**src/core/tone_source_map.svh**
```systemverilog
// Register offsets, field positions, reset values and source codes of the tone source.
// Assumes inclusion by the package and the design files only.
`ifndef TONE_SOURCE_MAP_SVH
`define TONE_SOURCE_MAP_SVH

`define TONE_CTRL_OFFSET   16'hb000
`define TONE_A_LVL_OFFSET  16'hb004
`define TONE_B_LVL_OFFSET  16'hb008

`define TONE_A_EN_BIT      0
`define TONE_B_EN_BIT      1
`define TONE_A_OVD_BIT     4
`define TONE_B_OVD_BIT     5
`define TONE_OFS_LSB       8
`define TONE_OFS_MSB       9

`define TONE_CTRL_RESET    32'h0000_0000
`define TONE_LVL_RESET     24'h10_0000

`define TONE_STEPS         6'h30
`define TONE_QUARTER       6'h0c

`define SRC_TONE_A         9'h004
`define SRC_TONE_B         9'h005

`endif

```
**src/core/tone_source_pkg.sv**
```systemverilog
// Types shared by the tone source design files.
// Assumes the map header sits beside it in core/.
`include "tone_source_map.svh"

package tone_source_pkg;
	typedef logic [23:0] sample_t;
	typedef logic [8:0]  source_code_t;
	typedef logic [5:0]  phase_t;
	typedef logic [15:0] reg_addr_t;
endpackage

```
**src/core/tone_source.sv**
```systemverilog
// Notes on behaviour
// Two tone outputs, each a 1 kHz sine when enabled and not overridden.
// Either output can be picked by its source-select code for a mixer input.
// Software adds rate conversion when routing to chains at another rate.
// Bits 9:8 advance tone B by 0, 90, 180 or 270 degrees; reset 00.
// Bit 5 switches output B from tone to DC level; reset 0.
// Bit 4 switches output A from tone to DC level; reset 0.
// Under override an output streams its own 24-bit DC level.
// Bit 1 enables output B; reset 0, disabled.
// Bit 0 enables output A; reset 0.
// DC levels are two's complement, 4 integer and 20 fraction bits.
// Disabled outputs give zero; enabled ones give one sample per rate tick.
//
// Dual tone and DC test source with a register port and a buffered mixer stream.
// Assumes sampleTick pulses at the 48 kHz tone rate and waits while tickReady is low.
// Assumes the register strobes and the tick all come from logic on this clock.
`timescale 1ns/1ps
`include "tone_source_map.svh"

module tone_source
	import tone_source_pkg::*;
(
	// Clock and reset.
	input  wire logic         clk,
	input  wire logic         rst_n,
	// Register port.
	input  wire logic         regWrite,
	input  wire logic         regRead,
	input  wire reg_addr_t    regAddr,
	input  wire logic [31:0]  regWrData,
	output logic [31:0]       regRdData,
	// Sample rate timing.
	input  wire logic         sampleTick,
	output logic              tickReady,
	// Direct tone outputs.
	output sample_t           toneASample,
	output sample_t           toneBSample,
	// Mixer input stream.
	input  wire source_code_t mixerSourceSelect,
	output logic              mixValid,
	input  wire logic         mixReady,
	output sample_t           mixData
);
	logic [31:0] toneSourceControl;
	sample_t     toneADcLevel;
	sample_t     toneBDcLevel;
	phase_t      phase;

	localparam int CHANNELS = 2;

	wire toneAEnable     = toneSourceControl[`TONE_A_EN_BIT];
	wire toneBEnable     = toneSourceControl[`TONE_B_EN_BIT];
	wire toneADcOverride = toneSourceControl[`TONE_A_OVD_BIT];
	wire toneBDcOverride = toneSourceControl[`TONE_B_OVD_BIT];
	wire [1:0] toneOffset = toneSourceControl[`TONE_OFS_MSB:`TONE_OFS_LSB];

	// One-hot decode of the register map, shared by the write and read paths so both agree.
	function automatic logic [2:0] slotHit(input reg_addr_t addr);
		logic [2:0] hit;
		hit = 3'h0;
		unique case (addr)
			`TONE_CTRL_OFFSET:  hit = 3'h1;
			`TONE_A_LVL_OFFSET: hit = 3'h2;
			`TONE_B_LVL_OFFSET: hit = 3'h4;
			default:            hit = 3'h0;
		endcase
		slotHit = hit;
	endfunction

	wire [2:0] regHit  = slotHit(regAddr);
	wire       hitCtrl = regHit[0];
	wire       hitLvlA = regHit[1];
	wire       hitLvlB = regHit[2];

	// Only the documented control fields are writable; all other bits read as zero.
	wire [31:0] ctrlWriteMask = 32'h0000_0333;

	// Quarter-wave table at full scale, 7.5 degree steps, so 48 steps make one 1 kHz cycle.
	function automatic sample_t quarterWave(input logic [3:0] k);
		unique case (k)
			4'h0: quarterWave = 24'h000000;
			4'h1: quarterWave = 24'h0216a2;
			4'h2: quarterWave = 24'h04241f;
			4'h3: quarterWave = 24'h061f79;
			4'h4: quarterWave = 24'h080000;
			4'h5: quarterWave = 24'h09bd7b;
			4'h6: quarterWave = 24'h0b504f;
			4'h7: quarterWave = 24'h0cb194;
			4'h8: quarterWave = 24'h0ddb3d;
			4'h9: quarterWave = 24'h0ec836;
			4'ha: quarterWave = 24'h0f746e;
			4'hb: quarterWave = 24'h0fdcf6;
			4'hc: quarterWave = 24'h100000;
			default: quarterWave = 24'h000000;
		endcase
	endfunction

	// Full sine from a phase step 0..47, folding the quarter table by quadrant.
	function automatic sample_t sineAt(input phase_t p);
		logic [1:0] quad;
		logic [3:0] rem;
		sample_t    mag;
		quad = 2'h0;
		rem  = 4'h0;
		mag  = '0;
		if (p >= 6'h24) begin
			quad = 2'h3;
			rem  = 4'(p - 6'h24);
		end else if (p >= 6'h18) begin
			quad = 2'h2;
			rem  = 4'(p - 6'h18);
		end else if (p >= `TONE_QUARTER) begin
			quad = 2'h1;
			rem  = 4'(p - `TONE_QUARTER);
		end else begin
			rem  = 4'(p);
		end
		mag = quarterWave(quad[0] ? 4'(4'hc - rem) : rem);
		sineAt = quad[1] ? 24'(-mag) : mag;
	endfunction

	// Tone B leads tone A by whole quarter cycles, wrapping at 48 steps.
	wire [6:0] phaseBSum = {1'b0, phase} + {1'b0, 6'(toneOffset * `TONE_QUARTER)};
	wire phase_t phaseB  = (phaseBSum >= {1'b0, `TONE_STEPS}) ?
		6'(phaseBSum - {1'b0, `TONE_STEPS}) : phaseBSum[5:0];

	// Per-output view of the controls, index 0 for output A and 1 for output B.
	logic    chanEnable   [CHANNELS];
	logic    chanOverride [CHANNELS];
	sample_t chanLevel    [CHANNELS];
	phase_t  chanPhase    [CHANNELS];
	sample_t chanNext     [CHANNELS];

	assign chanEnable[0]   = toneAEnable;
	assign chanEnable[1]   = toneBEnable;
	assign chanOverride[0] = toneADcOverride;
	assign chanOverride[1] = toneBDcOverride;
	assign chanLevel[0]    = toneADcLevel;
	assign chanLevel[1]    = toneBDcLevel;
	assign chanPhase[0]    = phase;
	assign chanPhase[1]    = phaseB;

	// A disabled output gives silence, not its last sample, so no mixer hears a stuck level.
	for (genvar ch = 0; ch < CHANNELS; ch++) begin : gChannel
		assign chanNext[ch] = !chanEnable[ch] ? 24'h000000 :
			chanOverride[ch] ? chanLevel[ch] : sineAt(chanPhase[ch]);
	end

	wire sample_t nextA = chanNext[0];
	wire sample_t nextB = chanNext[1];

	// The stream runs at the tick rate; a chain at another rate needs its own converter.
	wire selA = (mixerSourceSelect == `SRC_TONE_A);
	wire selB = (mixerSourceSelect == `SRC_TONE_B);
	wire sample_t mixNext = selA ? nextA : (selB ? nextB : 24'h000000);

	// A tick is taken only when the buffer has room, so no sample is dropped under stall.
	wire takeTick = sampleTick && tickReady;
	wire anyOn    = toneAEnable || toneBEnable;

	wire [31:0] readMux = hitCtrl ? toneSourceControl :
		hitLvlA ? {8'h00, toneADcLevel} :
		hitLvlB ? {8'h00, toneBDcLevel} : 32'h0000_0000;

	// Level writes keep bits 23:0; the upper byte has no storage and reads back as zero.
	always_ff @(posedge clk or negedge rst_n) begin
		if (!rst_n) begin
			toneSourceControl <= `TONE_CTRL_RESET;
			toneADcLevel      <= `TONE_LVL_RESET;
			toneBDcLevel      <= `TONE_LVL_RESET;
		end else if (regWrite) begin
			if (hitCtrl) toneSourceControl <= regWrData & ctrlWriteMask;
			if (hitLvlA) toneADcLevel <= regWrData[23:0];
			if (hitLvlB) toneBDcLevel <= regWrData[23:0];
		end
	end

	// Read data is registered and holds until the next read, so the master may take it late.
	always_ff @(posedge clk or negedge rst_n) begin
		if (!rst_n) begin
			regRdData <= 32'h0000_0000;
		end else if (regRead) begin
			regRdData <= readMux;
		end
	end

	// Phase restarts when both outputs are off so the offset always starts from a known point.
	always_ff @(posedge clk or negedge rst_n) begin
		if (!rst_n) begin
			phase <= 6'h00;
		end else if (!anyOn) begin
			phase <= 6'h00;
		end else if (takeTick) begin
			phase <= (phase == `TONE_STEPS - 6'h01) ? 6'h00 : 6'(phase + 6'h01);
		end
	end

	// Samples move only on a taken tick, so a refused tick leaves outputs and phase alone.
	always_ff @(posedge clk or negedge rst_n) begin
		if (!rst_n) begin
			toneASample <= 24'h000000;
			toneBSample <= 24'h000000;
		end else if (takeTick) begin
			toneASample <= nextA;
			toneBSample <= nextB;
		end
	end

	// The buffer takes its word on the tick's own edge, so stream and tone ports stay aligned.
	sample_buffer #(
		.WIDTH(24)
	) mixBuffer (
		.clk      (clk),
		.rst_n    (rst_n),
		.inValid  (sampleTick),
		.inReady  (tickReady),
		.inData   (mixNext),
		.outValid (mixValid),
		.outReady (mixReady),
		.outData  (mixData)
	);
endmodule // tone_source

```
**src/core/sample_buffer.sv**
```systemverilog
// Two-entry buffer with valid and ready on both sides.
// Assumes one clock and an asynchronous active-low reset.
`timescale 1ns/1ps

module sample_buffer #(
	parameter int WIDTH = 24
) (
	// Clock and reset.
	input  wire logic             clk,
	input  wire logic             rst_n,
	// Filling side.
	input  wire logic             inValid,
	output logic                  inReady,
	input  wire logic [WIDTH-1:0] inData,
	// Draining side.
	output logic                  outValid,
	input  wire logic             outReady,
	output logic [WIDTH-1:0]      outData
);
	logic [WIDTH-1:0] slot [2];
	logic             wrPtr;
	logic             rdPtr;
	logic [1:0]       count;
	wire              doWrite = inValid && inReady;
	wire              doRead  = outValid && outReady;

	// A word can enter only while a slot is free, so a stalled receiver holds back the source.
	assign inReady  = (count != 2'h2);
	assign outValid = (count != 2'h0);
	assign outData  = slot[rdPtr];

	always_ff @(posedge clk or negedge rst_n) begin
		if (!rst_n) begin
			wrPtr <= 1'b0;
			rdPtr <= 1'b0;
			count <= 2'h0;
			slot[0] <= '0;
			slot[1] <= '0;
		end else begin
			if (doWrite) begin
				slot[wrPtr] <= inData;
				wrPtr <= ~wrPtr;
			end
			if (doRead) begin
				rdPtr <= ~rdPtr;
			end
			count <= count + {1'b0, doWrite} - {1'b0, doRead};
		end
	end
endmodule // sample_buffer

```
**config.mk**
```make
export PLATFORM = sky130hd
export DESIGN_NAME = tone_source
export DESIGN_NICKNAME = d
export VERILOG_FILES = /design/src/core/tone_source_pkg.sv /design/src/core/tone_source.sv /design/src/core/sample_buffer.sv
export VERILOG_INCLUDE_DIRS = /design/src /design/src/core
export SDC_FILE = /design/constraint.sdc
export NUM_CORES = 1
export LEC_CHECK = 0
export BUFFER_PORTS_ARGS = -buffer_cell sky130_fd_sc_hd__buf_2
export CELL_PAD_IN_SITES_DETAIL_PLACEMENT = 2
export CELL_PAD_IN_SITES_GLOBAL_PLACEMENT = 2
export CORE_AREA = 4 4 177 179
export CTS_CLUSTER_DIAMETER = 200
export DETAILED_ROUTE_END_ITERATION = 10
export DIE_AREA = 0 0 181 183
export HOLD_SLACK_MARGIN = 0.08
export PLACE_DENSITY_LB_ADDON = 0.1
export SKIP_LAST_GASP = 1
export SLEW_MARGIN = 20
export SYNTH_ARGS = -nofsm -noshare
export SYNTH_HDL_FRONTEND = slang
export SYNTH_SLANG_ARGS = --single-unit
```
**constraint.sdc**
```tcl
create_clock -name clk -period 8.1 [get_ports clk]
set_input_delay 1.215 -clock clk [delete_from_list [all_inputs] [get_ports clk]]
set_output_delay 1.215 -clock clk [all_outputs]
set_load 0.05 [all_outputs]
```
# Word level (Yosys, flattened, before mapping)
# Memory sizes are Yosys's and may differ from the RTL's.
# Cells that the tools add are included.
# word_totals
rom_bits	672
in_bits	63
mem_count	2
regBits	192
# op_classes
n_reduce_logical	8
add_sub_neg	15
multipliers	1
magnitude_cmp	10
n_mux	36
bitwise_logic	4
eq_ne	8
# memory_table
name	depth	width	rd	rd_clocked_by_memory_dff	write_ports	line	text
(name not given)	16	21	1	0	0	tone_source.sv:80	unique case (k)
(name not given)	16	21	1	0	0	tone_source.sv:80	
# op_table
operator	count
$mux W24	15
$bwmux W48	1
$eq A16 B16 Y1 const B	3
$neg A24 Y24	2
$mux W4	8
$demux W24 S1	1
$mux W6	4
$eq A9 B3 Y1 const B	2
$sub A4 B4 Y4 const B	4
$ge A6 B4 Y1 const B	2
$ge A6 B5 Y1 const B	2
$ge A6 B6 Y1 const B	2
$pmux W3 S3	1
$mux W2	4
$sub A4 B3 Y4 const B	2
$sub A4 B4 Y4 const A	2
$add A6 B6 Y7	1
$ge A7 B6 Y1 const B	1
$add A6 B1 Y6 const B	1
$eq A6 B6 Y1 const B	1
$reduce_and A2 Y1	3
$sub A6 B6 Y6 const B	1
$ge A2 B2 Y1 const B	2
$mul A2 B2 Y4 const B	1
11 further kinds	16

# Longest topological paths before layout
# An unclocked memory read counts as a cell.
# logic_depth
depth_word	18
depth_mapped	25
mapped_depth_nobuf	23

# By module
# A second synthesis with hierarchy kept.
# unflattened
cells_unflattened	1163
hier_area_um2	11421.0
# by_module_without_submodules
mod	seq_area_each_um2	area_each_um2	n_inst	cells_per_inst
tone_source	3305.7	8933.6	1	1017
sample_buffer	1301.2	2487.4	1	146

# Worst setup path before layout
# Ideal clock, no wire load.
# synth_path
path_kind	reg2reg
from	register toneSourceControl[8]
to	register mixBuffer.slot[28] (netlist bit)
arrival_time_ns	5.234
path_slack_ns	2.730
path_stages_with_launch	23
synth_period_minus_slack_ns	5.370
required_ns	7.964
n_path_buf	3
setup_time_ns	0.136
path_cell_list	dfrtp_1 inv_1 ha_1 inv_1 fa_1 xnor2_2 inv_2 ha_1 a31o_2 a311o_1 a211oi_2 o21ai_0 a32oi_2 xnor2_2 buf_6 buf_2 a21oi_1 ha_1 buf_1 o21ai_0 o41a_1 a221oi_1 o21ai_0
# synth_via
elab_chain_cells	18
word_cells_on_any_way	27
classes_between	add/sub: 7; mul: 1; order compare: 4; mux: 14; memory: 1
# synth_rtl
element	line	text
start, declared	tone_source.sv:44	logic [31:0] toneSourceControl;
start signal, assigned	tone_source.sv:168	toneSourceControl <= `TONE_CTRL_RESET;
start signal, assigned	tone_source.sv:172	if (hitCtrl) toneSourceControl <= regWrData & ctrlWriteMask;
$mul A2 B2 Y4 (no source line) (*)	-	
$add A6 B6 Y7 (*)	tone_source.sv:123	wire [6:0] phaseBSum = {1'b0, phase} + {1'b0, 6'(toneOffset * `TONE_QUARTER)};
$sub A6 B6 Y6 or $ge A7 B6 Y1 (tied branches)	tone_source.sv:125, tone_source.sv:124	
$mux W6 (*)	tone_source.sv:124	wire phase_t phaseB = (phaseBSum >= {1'b0, `TONE_STEPS}) ?
$ge A6 B4 Y1 (no source line) or $sub A4 B4 Y4 (tied branches)	-	
$mux W4	tone_source.sv:112	end else if (p >= `TONE_QUARTER) begin
$mux W4	tone_source.sv:109	end else if (p >= 6'h18) begin
$mux W4	tone_source.sv:106	if (p >= 6'h24) begin
$sub A4 B4 Y4	tone_source.sv:118	mag = quarterWave(quad[0] ? 4'(4'hc - rem) : rem);
$mux W4	tone_source.sv:118	
$mem_v2 Z16 W21	-	
$neg A24 Y24	tone_source.sv:119	sineAt = quad[1] ? 24'(-mag) : mag;
$mux W24 (*)	tone_source.sv:119	
$mux W24 (*)	tone_source.sv:146	chanOverride[ch] ? chanLevel[ch] : sineAt(chanPhase[ch]);
$mux W24 (*)	tone_source.sv:145	assign chanNext[ch] = !chanEnable[ch] ? 24'h000000 :
$mux W24 (*) (2 in series)	tone_source.sv:155	wire sample_t mixNext = selA ? nextA : (selB ? nextB : 24'h000000);
$bwmux W48 (*)	sample_buffer.sv:41	slot[wrPtr] <= inData;
end signal, assigned by index	sample_buffer.sv:41	
end, declared	sample_buffer.sv:20	logic [WIDTH-1:0] slot [2];
# Mark *: on every way between the ends. The rest lies on a longest branch, timed or not.
# A chain may end at the register's enable or synchronous reset.

# Worst setup path after layout
# layout_path
from	register toneSourceControl[8]
to	register mixBuffer.slot[20] (netlist bit)
# Same word-level chain as after synthesis.

==> impl_metrics.yaml <==
run_status:
  status: "completed"
clock_tree:
  hold_buffers: 0
  clock_sinks: 184
  postCtsSetupRepairBufs: 0
  clk_path_buf_depth: 2
  clkSlewWorstSetupHoldPaths_ps: 80
  cts_root_buf: "clkbuf_16"
  numCtsBuffers: 17
  cts_tree: "built"
  clk_latency_ps: 460
  htree_levels: 4
  cts_resized: 0
worst_setup_path:
  rrSetupSlack_ps: 1560
  path_class: "flop to flop"
  cp-start-kind: "flop"
  path_cells: "inv_1 > ha_1 > inv_1 > fa_1 > xnor2_2 > inv_2 > ha_1 > a31o_2 > and4_1 > a31o_2 > or4_4 > o21ai_2 > and2_1 > mux2i_1 > a21oi_1 > ha_1 > nor4_1 > a2111oi_2 > nand3_1 > o21ai_1 > a221o_1"
  max_stage_delay_ps: 670
  r2r_end: "mixBuffer.slot[20]$_DFFE_PN0P_"
  cp_max_fo: 13
  rr_worst_depth: 21
  critPathSlowestCell: "a2111oi_2"
  required_ps: 8490
  timing.rr.start: "toneSourceControl[8]$_DFFE_PN0P_"
  crit_top_cell: "ha_1"
  critPathLaunch: "toneSourceControl[8]$_DFFE_PN0P_"
  end_kind: "flop"
  worstPathArrival_ps: 6930
  endpoint: "mixBuffer.slot[20]$_DFFE_PN0P_"
timing:
  finClkSkew_ps: 18.8
  slew_viol_final: 0
  final.period_utilization_pct: 80.8
  fin_tns_setup_ps: 0
  tightest_slew_ps: 1040
  max_freq_mhz: 153
  fin_hold_ws_ps: 476
  period_needed_ps: 6540
  setup_viol: 0
  hold_viol: 0
  max-slew-margin-rel_pct: 30.3
  rsz0062_at_grt: "no"
place:
  port-buffer-count: 152
  hpwl_um: 32100
  place_congestion: 0.955
  dp_cells: 1689
logic_synthesis:
  ys_seq_elements: 184
  yosysWarnings: 0
  synth_cells: 1207
  dominantRegCellSynth: "dfrtp_1"
  ys_types: 92
  async_flop_share_pct: 100
  syn-mean-instance-area_sq_um: 9.24
  syn_area_sq_mm: 0.0112
  synth_edf_count: 0
  ys_seq_area_share_pct: 41.3
worst_hold_path:
  min_path_type: "flop to flop"
pwr:
  p_leak_nw: 5.91
  p_per_area_mw_per_mm2: 485
  peakVddDrop_mv: 0.460
die:
  dieArea_sq_mm: 0.0331
  dieHeight_um: 183
  initial_core_util_pct: 37.7
  core.rowCount: 63
  core_area_sq_mm: 0.0296
  boundaryPins: 169
  die_width_um: 181
grt:
  overflow: 0
  antenna_found_initial: 0
  grt.total_usage_pct: 26.1
  grt_pass1_vias: 10900
  grt_pass1_wl_um: 67600
  grt_max_degree: 112
cells_and_area:
  area_growth_pct: 15.1
  final_layout_size_suffix_gt1_share_pct: 24.6
  fin_util_pct: 43.4
  nets: 1406
  fill_cells: 3277
  num_antenna_cells: 0
  fin_cells: 1721
detailed_routing:
  vias_per_cell: 5.90
  wirelength_um: 43900
  drtIter0Drc: 644
  wl_per_cell_um: 25.5
  drc_errors: 0
  drt-pass1-iter-count: 5
  vias: 10200
  detail-route-antenna-nets: 0
job:
  drv_cap: 0
layout make-up:
type | instances | area, sq um | share of cell area, %
tap | 390 | 488 | 3.80
sequential | 184 | 4610 | 35.9
clock inverter | 13 | 158 | 1.23
multi-input combinational | 910 | 6070 | 47.3
clock buffer | 19 | 443 | 3.45
inverter | 28 | 105 | 0.819
timing repair buffer | 177 | 957 | 7.46
critical path, delay by kind of cell, from the launching register on:
kind,cells,cell delay (ps)
DFF,1,420
AOI/OAI and AO/OA,7,2060
and+or+nand+nor,5,1580
buffers and inverters,3,310
xor gates and xnor gates,1,400
adders and majority gates,4,1500
muxes,1,210
power breakdown:
part,switching (W),internal [W]
sequential,0.0000544,0.000959
clock,0.000428,0.000450
combinational,0.00293,0.00140
Yosys cell counts (6+ instances only):
library cell	instances	area, sq um
nand2b_1	10	62.6
xnor2_1	26	228
inv_1	23	86.3
nand2_1	160	601
clkbuf_1	65	244
nand4_1	11	68.8
nand3_1	31	155
and3_1	8	50.1
nor2_1	80	300
o22ai_1	8	50.1
a31oi_1	13	81.3
a22o_1	21	184
mux2_2	77	867
nor2b_1	7	43.8
a32o_1	6	60.1
buf_2	7	35.0
ha_1	24	300
a21oi_1	60	300
nor4_1	6	37.5
xor2_1	10	87.6
a211oi_1	8	60.1
and2_1	8	50.1
dfrtp_1	182	4550
o21ai_1	17	85.1
nor3_1	17	85.1
a21o_1	8	60.1
buf_4	8	60.1
buf_1	10	37.5
o211ai_1	19	143
o221ai_1	7	61.3
a22oi_1	40	300
o21a_1	8	60.1
mux2i_1	19	190
o21ai_0	95	475
layer usage:
metal / global-route usage [%] / share of wire [%] / up-vias
li1: - / - / 4619
met1: 34.8 / 45 / 5254
met2: 44.9 / 49 / 254
met3: 4.40 / 4.4 / 35
met4: 6.06 / 1.8 / 0
met5: 0 / 0 / -
placed cells by master, fill, tap and decap left out, types with 10 or more instances in the layout:
cell type and count:
nand2b_1 10, nor3_1 17, a22o_1 21, o21ai_0 95, mux2i_1 19, o21ai_1 17, xor2_1 10, a31oi_1 13
nand3_1 31, o211ai_1 19, dfrtp_1 182, nand4_1 11, buf_2 151, a21oi_1 60, a22oi_1 40, nor2_1 78
clkbuf_16 17, inv_1 23, ha_1 24, buf_4 25, xnor2_1 26, nand2_1 159, mux2_2 77
state kept, by name (all words and copies together) (netlist names):
name,cells
mixBuffer.count,2
mixBuffer.rdPtr,1
mixBuffer.slot,48
mixBuffer.wrPtr,1
phase,6
regRdData,24
toneADcLevel,24
toneASample,24
toneBDcLevel,24
toneBSample,24
toneSourceControl,6
kinds of logic (layout without fill, tap and decap cells):
group | count (synthesis) | count (layout) | synth area share (%)
flops | 184 | 184 | 41.3
other cells | 1 | 8 | 0.0336
xor+xnor | 39 | 39 | 3.26
fa+ha+maj | 25 | 25 | 2.87
mux | 96 | 96 | 9.48
simple gates | 361 | 361 | 14.7
buf+inv | 120 | 237 | 4.52
compound gates | 381 | 381 | 23.8
how the worst min path moves through the flow:
| stage | from | slack, ps | depth (start not counted) | endpoint |
|---|---|---|---|---|
| after CTS | toneBSample[5]$_DFFE_PN0P_ | 490 | 2 | toneBSample[5]$_DFFE_PN0P_ |
| after floorplan | mixBuffer.slot[7]$_DFFE_PN0P_ | 440 | 2 | mixBuffer.slot[7]$_DFFE_PN0P_ |
| after detailed placement | toneBSample[5]$_DFFE_PN0P_ | 470 | 2 | toneBSample[5]$_DFFE_PN0P_ |
| after global routing | toneASample[5]$_DFFE_PN0P_ | 520 | 2 | toneASample[5]$_DFFE_PN0P_ |
| final | toneBSample[5]$_DFFE_PN0P_ | 480 | 2 | toneBSample[5]$_DFFE_PN0P_ |
| after global placement | toneBSample[5]$_DFFE_PN0P_ | 450 | 2 | toneBSample[5]$_DFFE_PN0P_ |
stage by stage:
stage          cell area, sq um  total power, W  worst slack (ps)
2_1_floorplan             11200         0.00417              2730
3_3_place_gp              12200         0.00521              1810
3_5_place_dp              12200         0.00530              1650
4_1_cts                   12800         0.00620              1620
5_1_grt                   12800         0.00666              1100
6_report                  12800         0.00623              1560
No activity file was read; power rests on OpenSTA's default activity.
